===== config.mk =====
export PLATFORM = sky130hd
export DESIGN_NAME = mjw_top
export DESIGN_NICKNAME = d
export VERILOG_FILES = /design/src/mjw_pkg.sv /design/src/mjw_top.sv
export SDC_FILE = /design/constraint.sdc
export NUM_CORES = 1
export LEC_CHECK = 0
export ABC_AREA = 1
export BUFFER_PORTS_ARGS = -buffer_cell sky130_fd_sc_hd__clkbuf_2
export CAP_MARGIN = 10
export CELL_PAD_IN_SITES_DETAIL_PLACEMENT = 1
export CELL_PAD_IN_SITES_GLOBAL_PLACEMENT = 2
export CORE_ASPECT_RATIO = 0.7
export CORE_MARGIN = 5
export CORE_UTILIZATION = 30
export CTS_CLUSTER_SIZE = 10
export DETAILED_ROUTE_END_ITERATION = 16
export PLACE_DENSITY_LB_ADDON = 0.1
export SYNTH_ARGS = -nofsm -noshare
export SYNTH_HDL_FRONTEND = slang
export SYNTH_SLANG_ARGS = --single-unit
export TNS_END_PERCENT = 100

===== constraint.sdc =====
create_clock -name aclk -period 2.85 [get_ports aclk]
set_input_delay 0.4275 -clock aclk [delete_from_list [all_inputs] [get_ports aclk]]
set_output_delay 0.4275 -clock aclk [all_outputs]
set_load 0.01 [all_outputs]

===== src/mjw_pkg.sv =====
package mjw_pkg;
  // Register byte offsets
  localparam logic [7:0] WDOG_JABBER_CTRL_OFF = 8'h78;
  localparam logic [7:0] AUX_STATUS_OFF       = 8'h80;
  localparam logic [7:0] AUX_ENABLE_OFF       = 8'h84;
  localparam logic [7:0] PRIMARY_STATUS_OFF   = 8'h28;
  localparam logic [7:0] IRQ_STATUS_OFF       = 8'hA0;
  localparam logic [7:0] IRQ_CLEAR_OFF        = 8'hA4;
  localparam logic [7:0] IRQ_ENABLE_OFF       = 8'hA8;
  // Control field positions
  localparam int RELEASE_SEL_BIT  = 5;
  localparam int RX_WDOG_OFF_BIT  = 4;
  localparam int JAB_TIMEBASE_BIT = 2;
  localparam int JAB_NO_HOLD_BIT  = 1;
  localparam int JAB_OFF_BIT      = 0;
  localparam logic [31:0] CTRL_MASK  = 32'h0000_0037;
  localparam logic [31:0] CTRL_RESET = 32'h0000_0000;
  // Auxiliary status field positions
  localparam int TX_EARLY_BIT    = 31;
  localparam int RX_EARLY_BIT    = 30;
  localparam int XCVR_BIT        = 29;
  localparam int TX_DEFER_BIT    = 28;
  localparam int PAUSE_BIT       = 26;
  localparam int BUS_ERR_LSB     = 23;
  localparam int TX_STATE_LSB    = 20;
  localparam int RX_STATE_LSB    = 17;
  localparam int ADD_NORMAL_BIT  = 16;
  localparam int ADD_ABNORM_BIT  = 15;
  localparam int FATAL_BUS_BIT   = 13;
  localparam int NORMAL_SUM_BIT  = 16;
  localparam int ABNORM_SUM_BIT  = 15;
  localparam logic [31:0] AUX_ENABLE_MASK = 32'hF401_8000;
  localparam logic [14:0] LOW_MASK        = 15'h7FFF;
  // Bus error kinds
  localparam logic [2:0] BERR_PARITY = 3'h0;
  localparam logic [2:0] BERR_MABORT = 3'h1;
  localparam logic [2:0] BERR_TABORT = 3'h2;
  // Block interrupt status bits
  localparam int EV_RX_WDOG = 0;
  localparam int EV_JABBER  = 1;
  localparam int EV_AUX     = 2;
  localparam int EV_W       = 3;
  // Timing, 10 ns clock
  localparam int CLK_PS           = 10000;
  localparam int BIT_PS_100       = 10000;
  localparam int BIT_PS_10        = 100000;
  localparam int REL_SHORT_BITS   = 24;
  localparam int REL_LONG_BITS    = 48;
  localparam int RX_WDOG_BYTES    = 2560;
  localparam int JAB_BYTES        = 2560;
  localparam int JAB_US_100       = 2600;
  localparam int JAB_US_10        = 26000;
  localparam int HOLD_US_100      = 42000;
  localparam int HOLD_US_10       = 420000;
  localparam int BIT_CYC_100 = (BIT_PS_100 + CLK_PS - 1) / CLK_PS;
  localparam int BIT_CYC_10  = (BIT_PS_10 + CLK_PS - 1) / CLK_PS;
  localparam int JAB_CYC_100  = JAB_US_100 * 100;
  localparam int JAB_CYC_10   = JAB_US_10 * 100;
  localparam int HOLD_CYC_100 = HOLD_US_100 * 100;
  localparam int HOLD_CYC_10  = HOLD_US_10 * 100;
  localparam logic [1:0] RESP_OKAY   = 2'h0;
  localparam logic [1:0] RESP_SLVERR = 2'h2;
endpackage


===== src/mjw_top.sv =====
`timescale 1ns/1ps
module mjw_top #(
  parameter int JAB_CYC_100  = mjw_pkg::JAB_CYC_100,
  parameter int JAB_CYC_10   = mjw_pkg::JAB_CYC_10,
  parameter int HOLD_CYC_100 = mjw_pkg::HOLD_CYC_100,
  parameter int HOLD_CYC_10  = mjw_pkg::HOLD_CYC_10
) (
  input  wire logic        aclk,
  input  wire logic        aresetn,
  input  wire logic [7:0]  s_axi_awaddr,
  input  wire logic        s_axi_awvalid,
  output logic             s_axi_awready,
  input  wire logic [31:0] s_axi_wdata,
  input  wire logic [3:0]  s_axi_wstrb,
  input  wire logic        s_axi_wvalid,
  output logic             s_axi_wready,
  output logic [1:0]       s_axi_bresp,
  output logic             s_axi_bvalid,
  input  wire logic        s_axi_bready,
  input  wire logic [7:0]  s_axi_araddr,
  input  wire logic        s_axi_arvalid,
  output logic             s_axi_arready,
  output logic [31:0]      s_axi_rdata,
  output logic [1:0]       s_axi_rresp,
  output logic             s_axi_rvalid,
  input  wire logic        s_axi_rready,
  input  wire logic        speed_100,
  input  wire logic        carrier_sense,
  input  wire logic        rx_byte_strobe,
  input  wire logic        tx_active,
  input  wire logic        tx_byte_strobe,
  input  wire logic        tx_to_fifo_done,
  input  wire logic        rx_first_desc_full,
  input  wire logic [6:0]  transceiver_interrupt_reg,
  input  wire logic        tx_deferred_event,
  input  wire logic        pause_frame_event,
  input  wire logic        pause_enabled,
  input  wire logic [2:0]  bus_error_kind_in,
  input  wire logic [2:0]  transmit_engine_state_in,
  input  wire logic [2:0]  receive_engine_state_in,
  input  wire logic [14:0] primary_status_set,
  output logic             rx_watchdog_expired,
  output logic             tx_jabber_cutoff,
  output logic             irq
);

  // Shared decode of a byte offset to a word match
  function automatic logic hit(input logic [7:0] a, input logic [7:0] off);
    hit = (a[7:2] == off[7:2]);
  endfunction

  logic [31:0] ctrl_reg;
  logic [31:0] aux_en_reg;
  logic [31:0] aux_flags_reg;      // Latched bits 31..28,26,16,15
  logic [14:0] primary_low_reg;
  logic [mjw_pkg::EV_W-1:0] irq_stat_reg;
  logic [mjw_pkg::EV_W-1:0] irq_en_reg;
  logic [2:0]  carrier_sync_reg;
  logic [31:0] rx_cnt_reg;
  logic [31:0] rel_cnt_reg;
  logic [31:0] jab_cnt_reg;
  logic [31:0] hold_cnt_reg;
  logic        carrier_q;
  logic        rx_active_reg;
  logic        xcvr_q;

  // AXI write path
  logic        aw_held;
  logic        w_held;
  logic [7:0]  aw_addr_reg;
  logic [31:0] w_data_reg;
  logic        wr_fire;
  assign wr_fire = aw_held && w_held && !s_axi_bvalid;

  always_ff @(posedge aclk) begin
    if (!aresetn) begin
      aw_held       <= 1'b0;
      w_held        <= 1'b0;
      aw_addr_reg   <= 8'h00;
      w_data_reg    <= 32'h0000_0000;
      s_axi_awready <= 1'b0;
      s_axi_wready  <= 1'b0;
      s_axi_bvalid  <= 1'b0;
      s_axi_bresp   <= 2'h0;
    end else begin
      s_axi_awready <= !aw_held && !s_axi_awready && s_axi_awvalid;
      s_axi_wready  <= !w_held && !s_axi_wready && s_axi_wvalid;
      if (s_axi_awvalid && s_axi_awready) begin
        aw_held     <= 1'b1;
        aw_addr_reg <= s_axi_awaddr;
      end
      if (s_axi_wvalid && s_axi_wready) begin
        w_held     <= 1'b1;
        w_data_reg <= s_axi_wdata & {{8{s_axi_wstrb[3]}}, {8{s_axi_wstrb[2]}},
                                     {8{s_axi_wstrb[1]}}, {8{s_axi_wstrb[0]}}};
      end
      if (wr_fire) begin
        aw_held      <= 1'b0;
        w_held       <= 1'b0;
        s_axi_bvalid <= 1'b1;
        s_axi_bresp  <= (hit(aw_addr_reg, mjw_pkg::WDOG_JABBER_CTRL_OFF) ||
                         hit(aw_addr_reg, mjw_pkg::AUX_STATUS_OFF) ||
                         hit(aw_addr_reg, mjw_pkg::AUX_ENABLE_OFF) ||
                         hit(aw_addr_reg, mjw_pkg::PRIMARY_STATUS_OFF) ||
                         hit(aw_addr_reg, mjw_pkg::IRQ_STATUS_OFF) ||
                         hit(aw_addr_reg, mjw_pkg::IRQ_CLEAR_OFF) ||
                         hit(aw_addr_reg, mjw_pkg::IRQ_ENABLE_OFF))
                        ? mjw_pkg::RESP_OKAY : mjw_pkg::RESP_SLVERR;
      end else if (s_axi_bvalid && s_axi_bready) begin
        s_axi_bvalid <= 1'b0;
      end
    end
  end

  // Write strobes per register
  logic wr_ctrl;
  logic wr_aux;
  logic wr_en;
  logic wr_prim;
  logic wr_iclr;
  logic wr_ien;
  assign wr_ctrl = wr_fire && hit(aw_addr_reg, mjw_pkg::WDOG_JABBER_CTRL_OFF);
  assign wr_aux  = wr_fire && hit(aw_addr_reg, mjw_pkg::AUX_STATUS_OFF);
  assign wr_en   = wr_fire && hit(aw_addr_reg, mjw_pkg::AUX_ENABLE_OFF);
  assign wr_prim = wr_fire && hit(aw_addr_reg, mjw_pkg::PRIMARY_STATUS_OFF);
  assign wr_iclr = wr_fire && hit(aw_addr_reg, mjw_pkg::IRQ_CLEAR_OFF);
  assign wr_ien  = wr_fire && hit(aw_addr_reg, mjw_pkg::IRQ_ENABLE_OFF);

  always_ff @(posedge aclk) begin
    if (!aresetn) begin
      ctrl_reg   <= mjw_pkg::CTRL_RESET;
      aux_en_reg <= 32'h0000_0000;
      irq_en_reg <= '0;
    end else begin
      if (wr_ctrl) ctrl_reg <= w_data_reg & mjw_pkg::CTRL_MASK;
      if (wr_en) aux_en_reg <= w_data_reg & mjw_pkg::AUX_ENABLE_MASK;
      if (wr_ien) irq_en_reg <= w_data_reg[mjw_pkg::EV_W-1:0];
    end
  end

  // Carrier sense synchroniser, three stages
  always_ff @(posedge aclk) begin
    if (!aresetn) begin
      carrier_sync_reg <= 3'h0;
      carrier_q        <= 1'b0;
    end else begin
      carrier_sync_reg <= {carrier_sync_reg[1:0], carrier_sense};
      if (carrier_sync_reg[1] == carrier_sync_reg[2]) carrier_q <= carrier_sync_reg[2];
    end
  end

  // Bit-time cycle counts at current speed
  logic [31:0] bit_cyc;
  logic [31:0] rel_lim;
  logic [31:0] jab_lim;
  logic [31:0] hold_lim;
  assign bit_cyc = speed_100 ? 32'(mjw_pkg::BIT_CYC_100) : 32'(mjw_pkg::BIT_CYC_10);
  assign rel_lim = ctrl_reg[mjw_pkg::RELEASE_SEL_BIT]
                   ? 32'(mjw_pkg::REL_LONG_BITS) * bit_cyc
                   : 32'(mjw_pkg::REL_SHORT_BITS) * bit_cyc;
  assign jab_lim = speed_100 ? 32'(JAB_CYC_100) : 32'(JAB_CYC_10);
  assign hold_lim = speed_100 ? 32'(HOLD_CYC_100) : 32'(HOLD_CYC_10);

  // Receive watchdog
  always_ff @(posedge aclk) begin
    if (!aresetn) begin
      rx_cnt_reg          <= 32'h0000_0000;
      rel_cnt_reg         <= 32'h0000_0000;
      rx_active_reg       <= 1'b0;
      rx_watchdog_expired <= 1'b0;
    end else if (ctrl_reg[mjw_pkg::RX_WDOG_OFF_BIT]) begin
      rx_cnt_reg          <= 32'h0000_0000;
      rel_cnt_reg         <= 32'h0000_0000;
      rx_active_reg       <= 1'b0;
      rx_watchdog_expired <= 1'b0;
    end else if (carrier_q) begin
      rel_cnt_reg   <= 32'h0000_0000;
      rx_active_reg <= 1'b1;
      if (rx_byte_strobe) begin
        rx_cnt_reg <= rx_cnt_reg + 32'h0000_0001;
        if (rx_cnt_reg >= 32'(mjw_pkg::RX_WDOG_BYTES)) rx_watchdog_expired <= 1'b1;
      end
    end else if (rx_active_reg) begin
      rel_cnt_reg <= rel_cnt_reg + 32'h0000_0001;
      if (rel_cnt_reg + 32'h0000_0001 >= rel_lim) begin
        rx_active_reg       <= 1'b0;
        rx_cnt_reg          <= 32'h0000_0000;
        rx_watchdog_expired <= 1'b0;
      end
    end
  end

  // Transmit jabber and holdoff
  always_ff @(posedge aclk) begin
    if (!aresetn) begin
      jab_cnt_reg      <= 32'h0000_0000;
      hold_cnt_reg     <= 32'h0000_0000;
      tx_jabber_cutoff <= 1'b0;
    end else if (ctrl_reg[mjw_pkg::JAB_OFF_BIT]) begin
      jab_cnt_reg      <= 32'h0000_0000;
      hold_cnt_reg     <= 32'h0000_0000;
      tx_jabber_cutoff <= 1'b0;
    end else if (tx_jabber_cutoff) begin
      hold_cnt_reg <= hold_cnt_reg + 32'h0000_0001;
      if (ctrl_reg[mjw_pkg::JAB_NO_HOLD_BIT] || hold_cnt_reg + 32'h0000_0001 >= hold_lim) begin
        tx_jabber_cutoff <= 1'b0;
        hold_cnt_reg     <= 32'h0000_0000;
        jab_cnt_reg      <= 32'h0000_0000;
      end
    end else if (tx_active) begin
      if (ctrl_reg[mjw_pkg::JAB_TIMEBASE_BIT]) begin
        if (tx_byte_strobe) jab_cnt_reg <= jab_cnt_reg + 32'h0000_0001;
        if (jab_cnt_reg >= 32'(mjw_pkg::JAB_BYTES)) tx_jabber_cutoff <= 1'b1;
      end else begin
        jab_cnt_reg <= jab_cnt_reg + 32'h0000_0001;
        if (jab_cnt_reg + 32'h0000_0001 >= jab_lim) tx_jabber_cutoff <= 1'b1;
      end
    end else begin
      jab_cnt_reg <= 32'h0000_0000;
    end
  end

  // Latched flag set terms
  logic [31:0] flag_set;
  logic        xcvr_now;
  logic        norm_any;
  logic        abn_any;
  assign xcvr_now = |transceiver_interrupt_reg;
  always_comb begin
    flag_set = 32'h0000_0000;
    flag_set[mjw_pkg::TX_EARLY_BIT] = tx_to_fifo_done && aux_en_reg[mjw_pkg::TX_EARLY_BIT];
    flag_set[mjw_pkg::RX_EARLY_BIT] = rx_first_desc_full && aux_en_reg[mjw_pkg::RX_EARLY_BIT];
    flag_set[mjw_pkg::XCVR_BIT]     = xcvr_now && !xcvr_q;
    flag_set[mjw_pkg::TX_DEFER_BIT] = tx_deferred_event;
    flag_set[mjw_pkg::PAUSE_BIT]    = pause_frame_event && pause_enabled;
  end
  assign norm_any = flag_set[mjw_pkg::TX_EARLY_BIT] | flag_set[mjw_pkg::RX_EARLY_BIT];
  assign abn_any  = flag_set[mjw_pkg::XCVR_BIT] | flag_set[mjw_pkg::TX_DEFER_BIT]
                  | flag_set[mjw_pkg::PAUSE_BIT];

  // latch high, write one clears, set wins
  always_ff @(posedge aclk) begin
    if (!aresetn) begin
      aux_flags_reg <= 32'h0000_0000;
      xcvr_q        <= 1'b0;
    end else begin
      xcvr_q <= xcvr_now;
      aux_flags_reg <= (aux_flags_reg & ~(wr_aux ? w_data_reg : 32'h0000_0000)) | flag_set;
      if (norm_any) aux_flags_reg[mjw_pkg::ADD_NORMAL_BIT] <= 1'b1;
      if (abn_any) aux_flags_reg[mjw_pkg::ADD_ABNORM_BIT] <= 1'b1;
    end
  end

  // shared low status bits, either address clears
  logic [14:0] low_clear;
  logic [14:0] prim_set;
  assign low_clear = wr_aux ? w_data_reg[14:0] : (wr_prim ? w_data_reg[14:0] : 15'h0000);
  always_comb begin
    prim_set = primary_status_set;
    if (aux_en_reg[mjw_pkg::ADD_NORMAL_BIT] && norm_any) prim_set[14] = 1'b1;
    // added abnormal flags feed shared low bit 14
    if (aux_en_reg[mjw_pkg::ADD_ABNORM_BIT] && abn_any) prim_set[mjw_pkg::ABNORM_SUM_BIT-1] = 1'b1;
  end
  always_ff @(posedge aclk) begin
    if (!aresetn) primary_low_reg <= 15'h0000;
    else primary_low_reg <= (primary_low_reg & ~low_clear) | (prim_set & mjw_pkg::LOW_MASK);
  end

  // Block interrupt status, clear and enable
  logic [mjw_pkg::EV_W-1:0] ev_set;
  assign ev_set = {norm_any | abn_any, tx_jabber_cutoff, rx_watchdog_expired};
  always_ff @(posedge aclk) begin
    if (!aresetn) begin
      irq_stat_reg <= '0;
      irq <= 1'b0;
    end else begin
      irq_stat_reg <= (irq_stat_reg & ~(wr_iclr ? w_data_reg[mjw_pkg::EV_W-1:0] : '0)) | ev_set;
      irq <= |(irq_stat_reg & irq_en_reg);
    end
  end

  // Auxiliary status readback
  logic [31:0] aux_view;
  always_comb begin
    aux_view = aux_flags_reg & mjw_pkg::AUX_ENABLE_MASK;
    aux_view[mjw_pkg::BUS_ERR_LSB +: 3] = bus_error_kind_in;
    aux_view[mjw_pkg::TX_STATE_LSB +: 3] = transmit_engine_state_in;
    aux_view[mjw_pkg::RX_STATE_LSB +: 3] = receive_engine_state_in;
    aux_view[14:0] = primary_low_reg;
  end

  // AXI read path
  always_ff @(posedge aclk) begin
    if (!aresetn) begin
      s_axi_arready <= 1'b0;
      s_axi_rvalid  <= 1'b0;
      s_axi_rdata   <= 32'h0000_0000;
      s_axi_rresp   <= 2'h0;
    end else begin
      s_axi_arready <= s_axi_arvalid && !s_axi_arready && !s_axi_rvalid;
      if (s_axi_arvalid && s_axi_arready) begin
        s_axi_rvalid <= 1'b1;
        s_axi_rresp  <= mjw_pkg::RESP_OKAY;
        if (hit(s_axi_araddr, mjw_pkg::WDOG_JABBER_CTRL_OFF)) s_axi_rdata <= ctrl_reg;
        else if (hit(s_axi_araddr, mjw_pkg::AUX_STATUS_OFF)) s_axi_rdata <= aux_view;
        else if (hit(s_axi_araddr, mjw_pkg::AUX_ENABLE_OFF)) s_axi_rdata <= aux_en_reg;
        else if (hit(s_axi_araddr, mjw_pkg::PRIMARY_STATUS_OFF))
          s_axi_rdata <= {17'h00000, primary_low_reg};
        else if (hit(s_axi_araddr, mjw_pkg::IRQ_STATUS_OFF))
          s_axi_rdata <= {29'h0000_0000, irq_stat_reg};
        else if (hit(s_axi_araddr, mjw_pkg::IRQ_ENABLE_OFF))
          s_axi_rdata <= {29'h0000_0000, irq_en_reg};
        else if (hit(s_axi_araddr, mjw_pkg::IRQ_CLEAR_OFF)) s_axi_rdata <= 32'h0000_0000;
        else begin
          s_axi_rdata <= 32'h0000_0000;
          s_axi_rresp <= mjw_pkg::RESP_SLVERR;
        end
      end else if (s_axi_rvalid && s_axi_rready) begin
        s_axi_rvalid <= 1'b0;
      end
    end
  end

  // Checks
  chk_flag_latch: assert property (@(posedge aclk) disable iff (!aresetn)
    flag_set[mjw_pkg::PAUSE_BIT] |=> aux_flags_reg[mjw_pkg::PAUSE_BIT])
    else $error("pause flag not latched");
  chk_tx_early_set: assert property (@(posedge aclk) disable iff (!aresetn)
    tx_to_fifo_done && aux_en_reg[31] |=> aux_flags_reg[31] && aux_flags_reg[16])
    else $error("transmit early flag missing");
  chk_rx_early_set: assert property (@(posedge aclk) disable iff (!aresetn)
    rx_first_desc_full && aux_en_reg[30] |=> aux_flags_reg[30])
    else $error("receive early flag missing");
  chk_abn_summary: assert property (@(posedge aclk) disable iff (!aresetn)
    tx_deferred_event |=> aux_flags_reg[mjw_pkg::ADD_ABNORM_BIT])
    else $error("abnormal summary missing");
  chk_jab_off: assert property (@(posedge aclk) disable iff (!aresetn)
    $past(ctrl_reg[0]) && ctrl_reg[0] |-> !tx_jabber_cutoff)
    else $error("jabber cut while disabled");
  chk_no_hold: assert property (@(posedge aclk) disable iff (!aresetn)
    tx_jabber_cutoff && ctrl_reg[1] && !ctrl_reg[0] |=> !tx_jabber_cutoff)
    else $error("no-holdoff not immediate");
  chk_wdog_off: assert property (@(posedge aclk) disable iff (!aresetn)
    ctrl_reg[4] |=> !rx_watchdog_expired)
    else $error("watchdog active while off");
  chk_ctrl_mask: assert property (@(posedge aclk) disable iff (!aresetn)
    (ctrl_reg & ~mjw_pkg::CTRL_MASK) == 32'h0000_0000)
    else $error("reserved control bit set");

endmodule // mjw_top


Yosys cells after proc, flatten, opt, wreduce, memory -nomap -nowiden:

Index checks and enable logic that the tools add are counted.

* add/subtract/negate cells: 4
* multiply operators: 2
* magnitude comparators: 5
* equality and inequality tests: 19
* mux-type cells: 54
* bitwise operators: 16
* reductions and logical operators: 53

Operator list (count)
* $mux W32: 14
* $add A32 B1 Y32 const B: 4
* $and A32 B32 Y32: 2
* $ge A32 B12 Y1 const B: 2
* $eq A6 B6 Y1 const B: 10
* $mux W15: 3
* $ge A32 B10 Y1: 1
* $ge A32 B22 Y1: 1
* $ge A32 B26 Y1: 1
* $not A32 Y32: 1
* $or A32 B32 Y32: 1
* $mux W26: 1
* $logic_and A1 B1 Y1: 25
* $mux W1: 22
* $mux W22: 1
* $mux W2: 8
* $and A15 B15 Y15: 1
* $not A15 Y15: 1
* $or A15 B15 Y15: 1
* $eq A6 B4 Y1 const B: 2
* $eq A6 B5 Y1 const B: 2
* $mul A2 B4 Y6 const A: 2
* $mux W10: 1
* $mux W3: 3
* other kinds (19): 43

* register bits: 285
* bits of input ports: 100
* output and inout port bits: 44
* logic and storage cells: 182

Logic depth before layout (Yosys ltp):

* word-level depth: 8
* gate-level depth with buffers: 25
* depth with buffers taken out: 23

Worst setup path before layout:

OpenSTA, ideal clock, no wires.

* kind: reg-to-reg
* start: reg hold_cnt_reg[1]
* end: reg jab_cnt_reg[2]
* setup time: 0.115 ns
* arrival time: 2.545 ns
* data required time: 2.735 ns
* path slack: 0.190 ns
* cell stages (with the launch flop): 22
* buffers on the path: 2
* clock period less this slack: 2.660 ns
* cell sequence: dfxtp_1 ha_1 nand3_1 nor2_2 inv_1 nor2_2 xnor2_1 inv_1 ha_1 a21o_1 nor2_1 nand3_1 nor2_1 nand2_1 nand2_1 nand2_2 nand2_4 nand2_4 buf_6 buf_6 a21oi_1 nor2_1

* longest elaborated chain between the ends: 5

RTL lines
* start: declaration: RTL line mjw_top.sv:62 `logic [31:0] hold_cnt_reg;`
* start signal: assignment: RTL line mjw_top.sv:204 `hold_cnt_reg <= hold_cnt_reg + 32'h0000_0001;`
* $add A32 B1 Y32: RTL line mjw_top.sv:205 `if (ctrl_reg[mjw_pkg::JAB_NO_HOLD_BIT] || hold_cnt_reg + 32'h0000_0001 >= hold_lim) begin`
* $ge A32 B26 Y1: RTL line mjw_top.sv:205
* $logic_or A1 B1 Y1: RTL line mjw_top.sv:205
* $ne A2 B1 Y1 (no source line)
* $reduce_and A2 Y1 (no source line)
* end signal: assignment: RTL line mjw_top.sv:212 `if (tx_byte_strobe) jab_cnt_reg <= jab_cnt_reg + 32'h0000_0001;`
* end signal: assignment: RTL line mjw_top.sv:215 `jab_cnt_reg <= jab_cnt_reg + 32'h0000_0001;`
* end: declaration: RTL line mjw_top.sv:61 `logic [31:0] jab_cnt_reg;`

Every way passes these cells.
A chain may end at the register's enable or synchronous reset.

Final worst setup path:

* start: reg hold_cnt_reg[1]
* end: reg jab_cnt_reg[17]

The elaborated chain is that of the path after synthesis.

==> results.toml <==
[run_status]
run_status = "finished with violations"
violated_checks = "negative setup slack"

[worst_setup_path]
cp_endpoint_kind = "flop"
cp_data_required_time_ns = 3.33
cp_launch_type = "flop"
worstPathArrival_ns = 3.36
timing.critical_path.fanout_max = 7
rr_worst_depth = 18
endpoint_of_the_worst_register_to_register_path = "jab_cnt_reg[17]"
setup.reg_to_reg.worst_slack_ns = -0.02
timing.rr.start = "hold_cnt_reg[1]"
timing_worst_setup_path_type = "flop to flop"

[clocking]
cts_made_buffers = 31
clk_path_buf_depth = 3
cts_tree = "yes"
cts.root.buffer_cell = "sky130_fd_sc_hd__clkbuf_16"
clkSinkCount = 245
clkLatencyLatePin_ns = 0.59
clk_pin_slew_worst_paths_ns = 0.05
cts-hold-fix-buffers = 0
cts.htree.levels = 1

[finish]
growth_of_design_area_from_synthesis_to_finish_pct = 31.8
final_layout_size_suffix_gt1_share_pct = 24.4
sequential_cell_area_um2 = 4940
final.fill_count = 5786
layout_common_cells = "432 x sky130_fd_sc_hd__nand2_1, 254 x sky130_fd_sc_hd__inv_1, 228 x sky130_fd_sc_hd__nor2_1"
utilization_pct = 39.8
final_cell_count_no_fill = 2961
layout.cells.most_common = "sky130_fd_sc_hd__nand2_1"
fin_nets = 2462
multi_input_comb_area_um2 = 8690

[logic_synthesis]
instance_count_of_the_mapped_netlist = 2101
synth.cell_area_um2 = 14000
ys_async_sr_fraction_pct = 0
synth_top_family_by_area = "simple AND/OR/NAND/NOR gates"
netlist.top_cell.by_area = "sky130_fd_sc_hd__dfxtp_1"
synth-edff-count = 0
multiplexer_area_fraction_after_synthesis_pct = 0
synth_seq_area_share_pct = 35.1
synth-seq-cells = 245
synth_largest_type_area_fraction_pct = 35.1
synthesis.area_per_instance_um2 = 6.64
synth.distinct_cells = 45
synth_simple_gate_area_share_pct = 33.8
yosysWarnings = 0
adder_and_majority_gate_portion_of_the_synthesized_area_pct = 2.69
synthXorXnorAreaFrac_pct = 4.95
yosys_most_used_dff = "sky130_fd_sc_hd__dfxtp_1"
largest_cells_by_area_after_synthesis = "sky130_fd_sc_hd__dfxtp_1 35%, sky130_fd_sc_hd__nand2_1 13%, sky130_fd_sc_hd__a21oi_1 7.3%, sky130_fd_sc_hd__inv_1 6.9%, sky130_fd_sc_hd__nor2_1 6.5%"
compound_cell_area_share_of_the_yosys_netlist_pct = 13.5

[detailed_routing]
drt_drc_violations_left = 0
wl_met2_um = 20800
vias = 14559
routed_wire_length_per_instance_um = 17.5
wl_met3_um = 2200
routed_via_density = 4.92
m1WireLength_um = 28000
drtIter0Drc = 701
top_signal_layer_used = "met5"
totalWireLength_um = 51900
drtAntennaViolNets = 0
number_of_iterations_in_the_first_detailed_routing_pass = 5

[job]
maxCapViolations = 0

[sta]
maxSlewHeadroom_pct = 38.6
fmax_ghz = 0.348
setup_slack_ns = -0.0239
final_min_period_over_clock_period_pct = 101
final.setup_skew_ns = 0.0134
hold_violations = 0
setup_viol = 25
transition_at_the_pin_with_the_smallest_max_transition_slack_ns = 0.914
rsz0062_at_grt = "true"
layout_min_cycle_time_ns = 2.87
final-max-slew-violation-count = 0

[floorplan]
area_of_the_core_um2 = 46200
die_width_um = 268
ios = 144
dieArea_um2 = 51000
core.rowCount = 66
die_height_um = 190
start_util_pct = 30.2

[worst_hold_path]
min-delay-start = "carrier_sense"
hold-path-cell-count = 3
whs_endpoint = "carrier_sync_reg[0]"
kind_of_path_behind_the_tightest_hold_check = "input port to flop"

[place]
detailedPlacementHpwl_um = 37600
place_congestion = 0.825
place_worst_setup_slack_ns = -0.242
placed_cells_incl_taps = 2883
port_buffers = 126

[power]
leakagePower_nw = 8.06
ir_worst_vdd_v = 0.000374
pwr_density_cell_nw_per_um2 = 543

[global_routing]
via_count_of_the_first_global_routing_pass = 14872
global_route.overflow_total = 0
maximum_number_of_pins_on_one_net_before_global_route_repair = 82
wire_length_of_the_first_global_routing_pass_um = 82200
grt_usage_pct = 19.7
antenna_violations_before_repair = 4
layer usage:
metal	up-vias	GRT usage, %
met3	54	3.31
met2	196	28.8
met1	7003	30.6
li1	7298	-
met4	8	3.23
met5	-	0
through the flow:
stage	TNS [ns]	hold slack, ns	power (mW)	cell area [um^2]
final	-0.228	0.0307	9.99	18400
after global routing	-15.68	0.0269	10.5	18400
after CTS	-2.17	0.000329	9.65	17300
after detailed placement	-12.01	0.403	5.72	16000
after global placement	-9.59	0.403	5.67	16000
after floorplan	0	0.390	5.06	14000
critical path: stages (launching register included):
cell	delay, ns
sky130_fd_sc_hd__dfxtp_4	0.38
sky130_fd_sc_hd__nand2_4	0.06
sky130_fd_sc_hd__nor2_4	0.14
sky130_fd_sc_hd__nand2_4	0.09
sky130_fd_sc_hd__nor4_4	0.21
sky130_fd_sc_hd__xor2_2	0.25
sky130_fd_sc_hd__ha_1	0.29
sky130_fd_sc_hd__a21o_1	0.16
sky130_fd_sc_hd__nor2_1	0.10
sky130_fd_sc_hd__nand3_1	0.09
sky130_fd_sc_hd__nor2_2	0.14
sky130_fd_sc_hd__nand2_2	0.08
sky130_fd_sc_hd__nand2_2	0.07
sky130_fd_sc_hd__nand2_2	0.06
sky130_fd_sc_hd__nand2_4	0.14
sky130_fd_sc_hd__nand2_8	0.13
sky130_fd_sc_hd__clkbuf_16	0.20
sky130_fd_sc_hd__a21oi_1	0.12
sky130_fd_sc_hd__nor2_1	0.06
logic make-up (layout without fill, tap and decap cells):
logic type                 count (synthesis)  after routing
and+or+nand+nor                         1054           1055
AOI/OAI and AO/OA                        351            351
buffers and inverters                    342            586
DFF                                      245            245
xor gates and xnor gates                  78             78
adders and majority gates                 30             30
other                                      1              4
layout make-up:
type                            count  area share, %
Antenna cell                        1         0.0136
Clock inverter                      6          0.401
Tap cell                          612           4.16
Multi-Input combinational cell   1517           47.2
Inverter                          263           5.44
Timing Repair Buffer              274           11.2
Clock buffer                       43           4.68
Sequential cell                   245           26.9
cell usage after synthesis (22+ instances only):
master                     number
sky130_fd_sc_hd__ha_1          30
sky130_fd_sc_hd__a21oi_1      205
sky130_fd_sc_hd__nand2_1      492
sky130_fd_sc_hd__xor2_1        55
sky130_fd_sc_hd__nor2_1       240
sky130_fd_sc_hd__clkbuf_1      52
sky130_fd_sc_hd__xnor2_1       22
sky130_fd_sc_hd__nand4_1       37
sky130_fd_sc_hd__dfxtp_1      245
sky130_fd_sc_hd__nor3_1        61
sky130_fd_sc_hd__nand3_1      133
sky130_fd_sc_hd__a211oi_1      24
sky130_fd_sc_hd__nand3_2       30
sky130_fd_sc_hd__nor4_1        23
sky130_fd_sc_hd__o21ai_0       86
sky130_fd_sc_hd__inv_1        258
what timing repair did:
action                     in CTS  in global routing
pin swaps                      17                 45
setup endpoints to repair      85                 92
buffers inserted                6                 10
resized for setup              76                201
hold endpoints to repair        0                  0
cloned                          5                  7
where the power goes:
| part | total [mW] | internal [mW] | leakage, nW | switching, mW |
|---|---|---|---|---|
| Clock | 3.78 | 2.17 | 0.460 | 1.61 |
| Sequential | 3.86 | 3.63 | 2.00 | 0.231 |
| Combinational | 2.34 | 0.985 | 5.60 | 1.36 |
worst max-delay path by stage:
stage | startpoint | end | cells past startpoint
after floorplan | hold_cnt_reg[1] | jab_cnt_reg[2] | 21
after global placement | rel_cnt_reg[0] | rx_cnt_reg[1] | 18
after detailed placement | rel_cnt_reg[0] | rx_cnt_reg[21] | 18
after CTS | rel_cnt_reg[0] | rx_cnt_reg[15] | 18
after global routing | hold_cnt_reg[1] | jab_cnt_reg[1] | 25
final | hold_cnt_reg[1] | jab_cnt_reg[17] | 18
No activity file was read; power rests on OpenSTA's default activity.
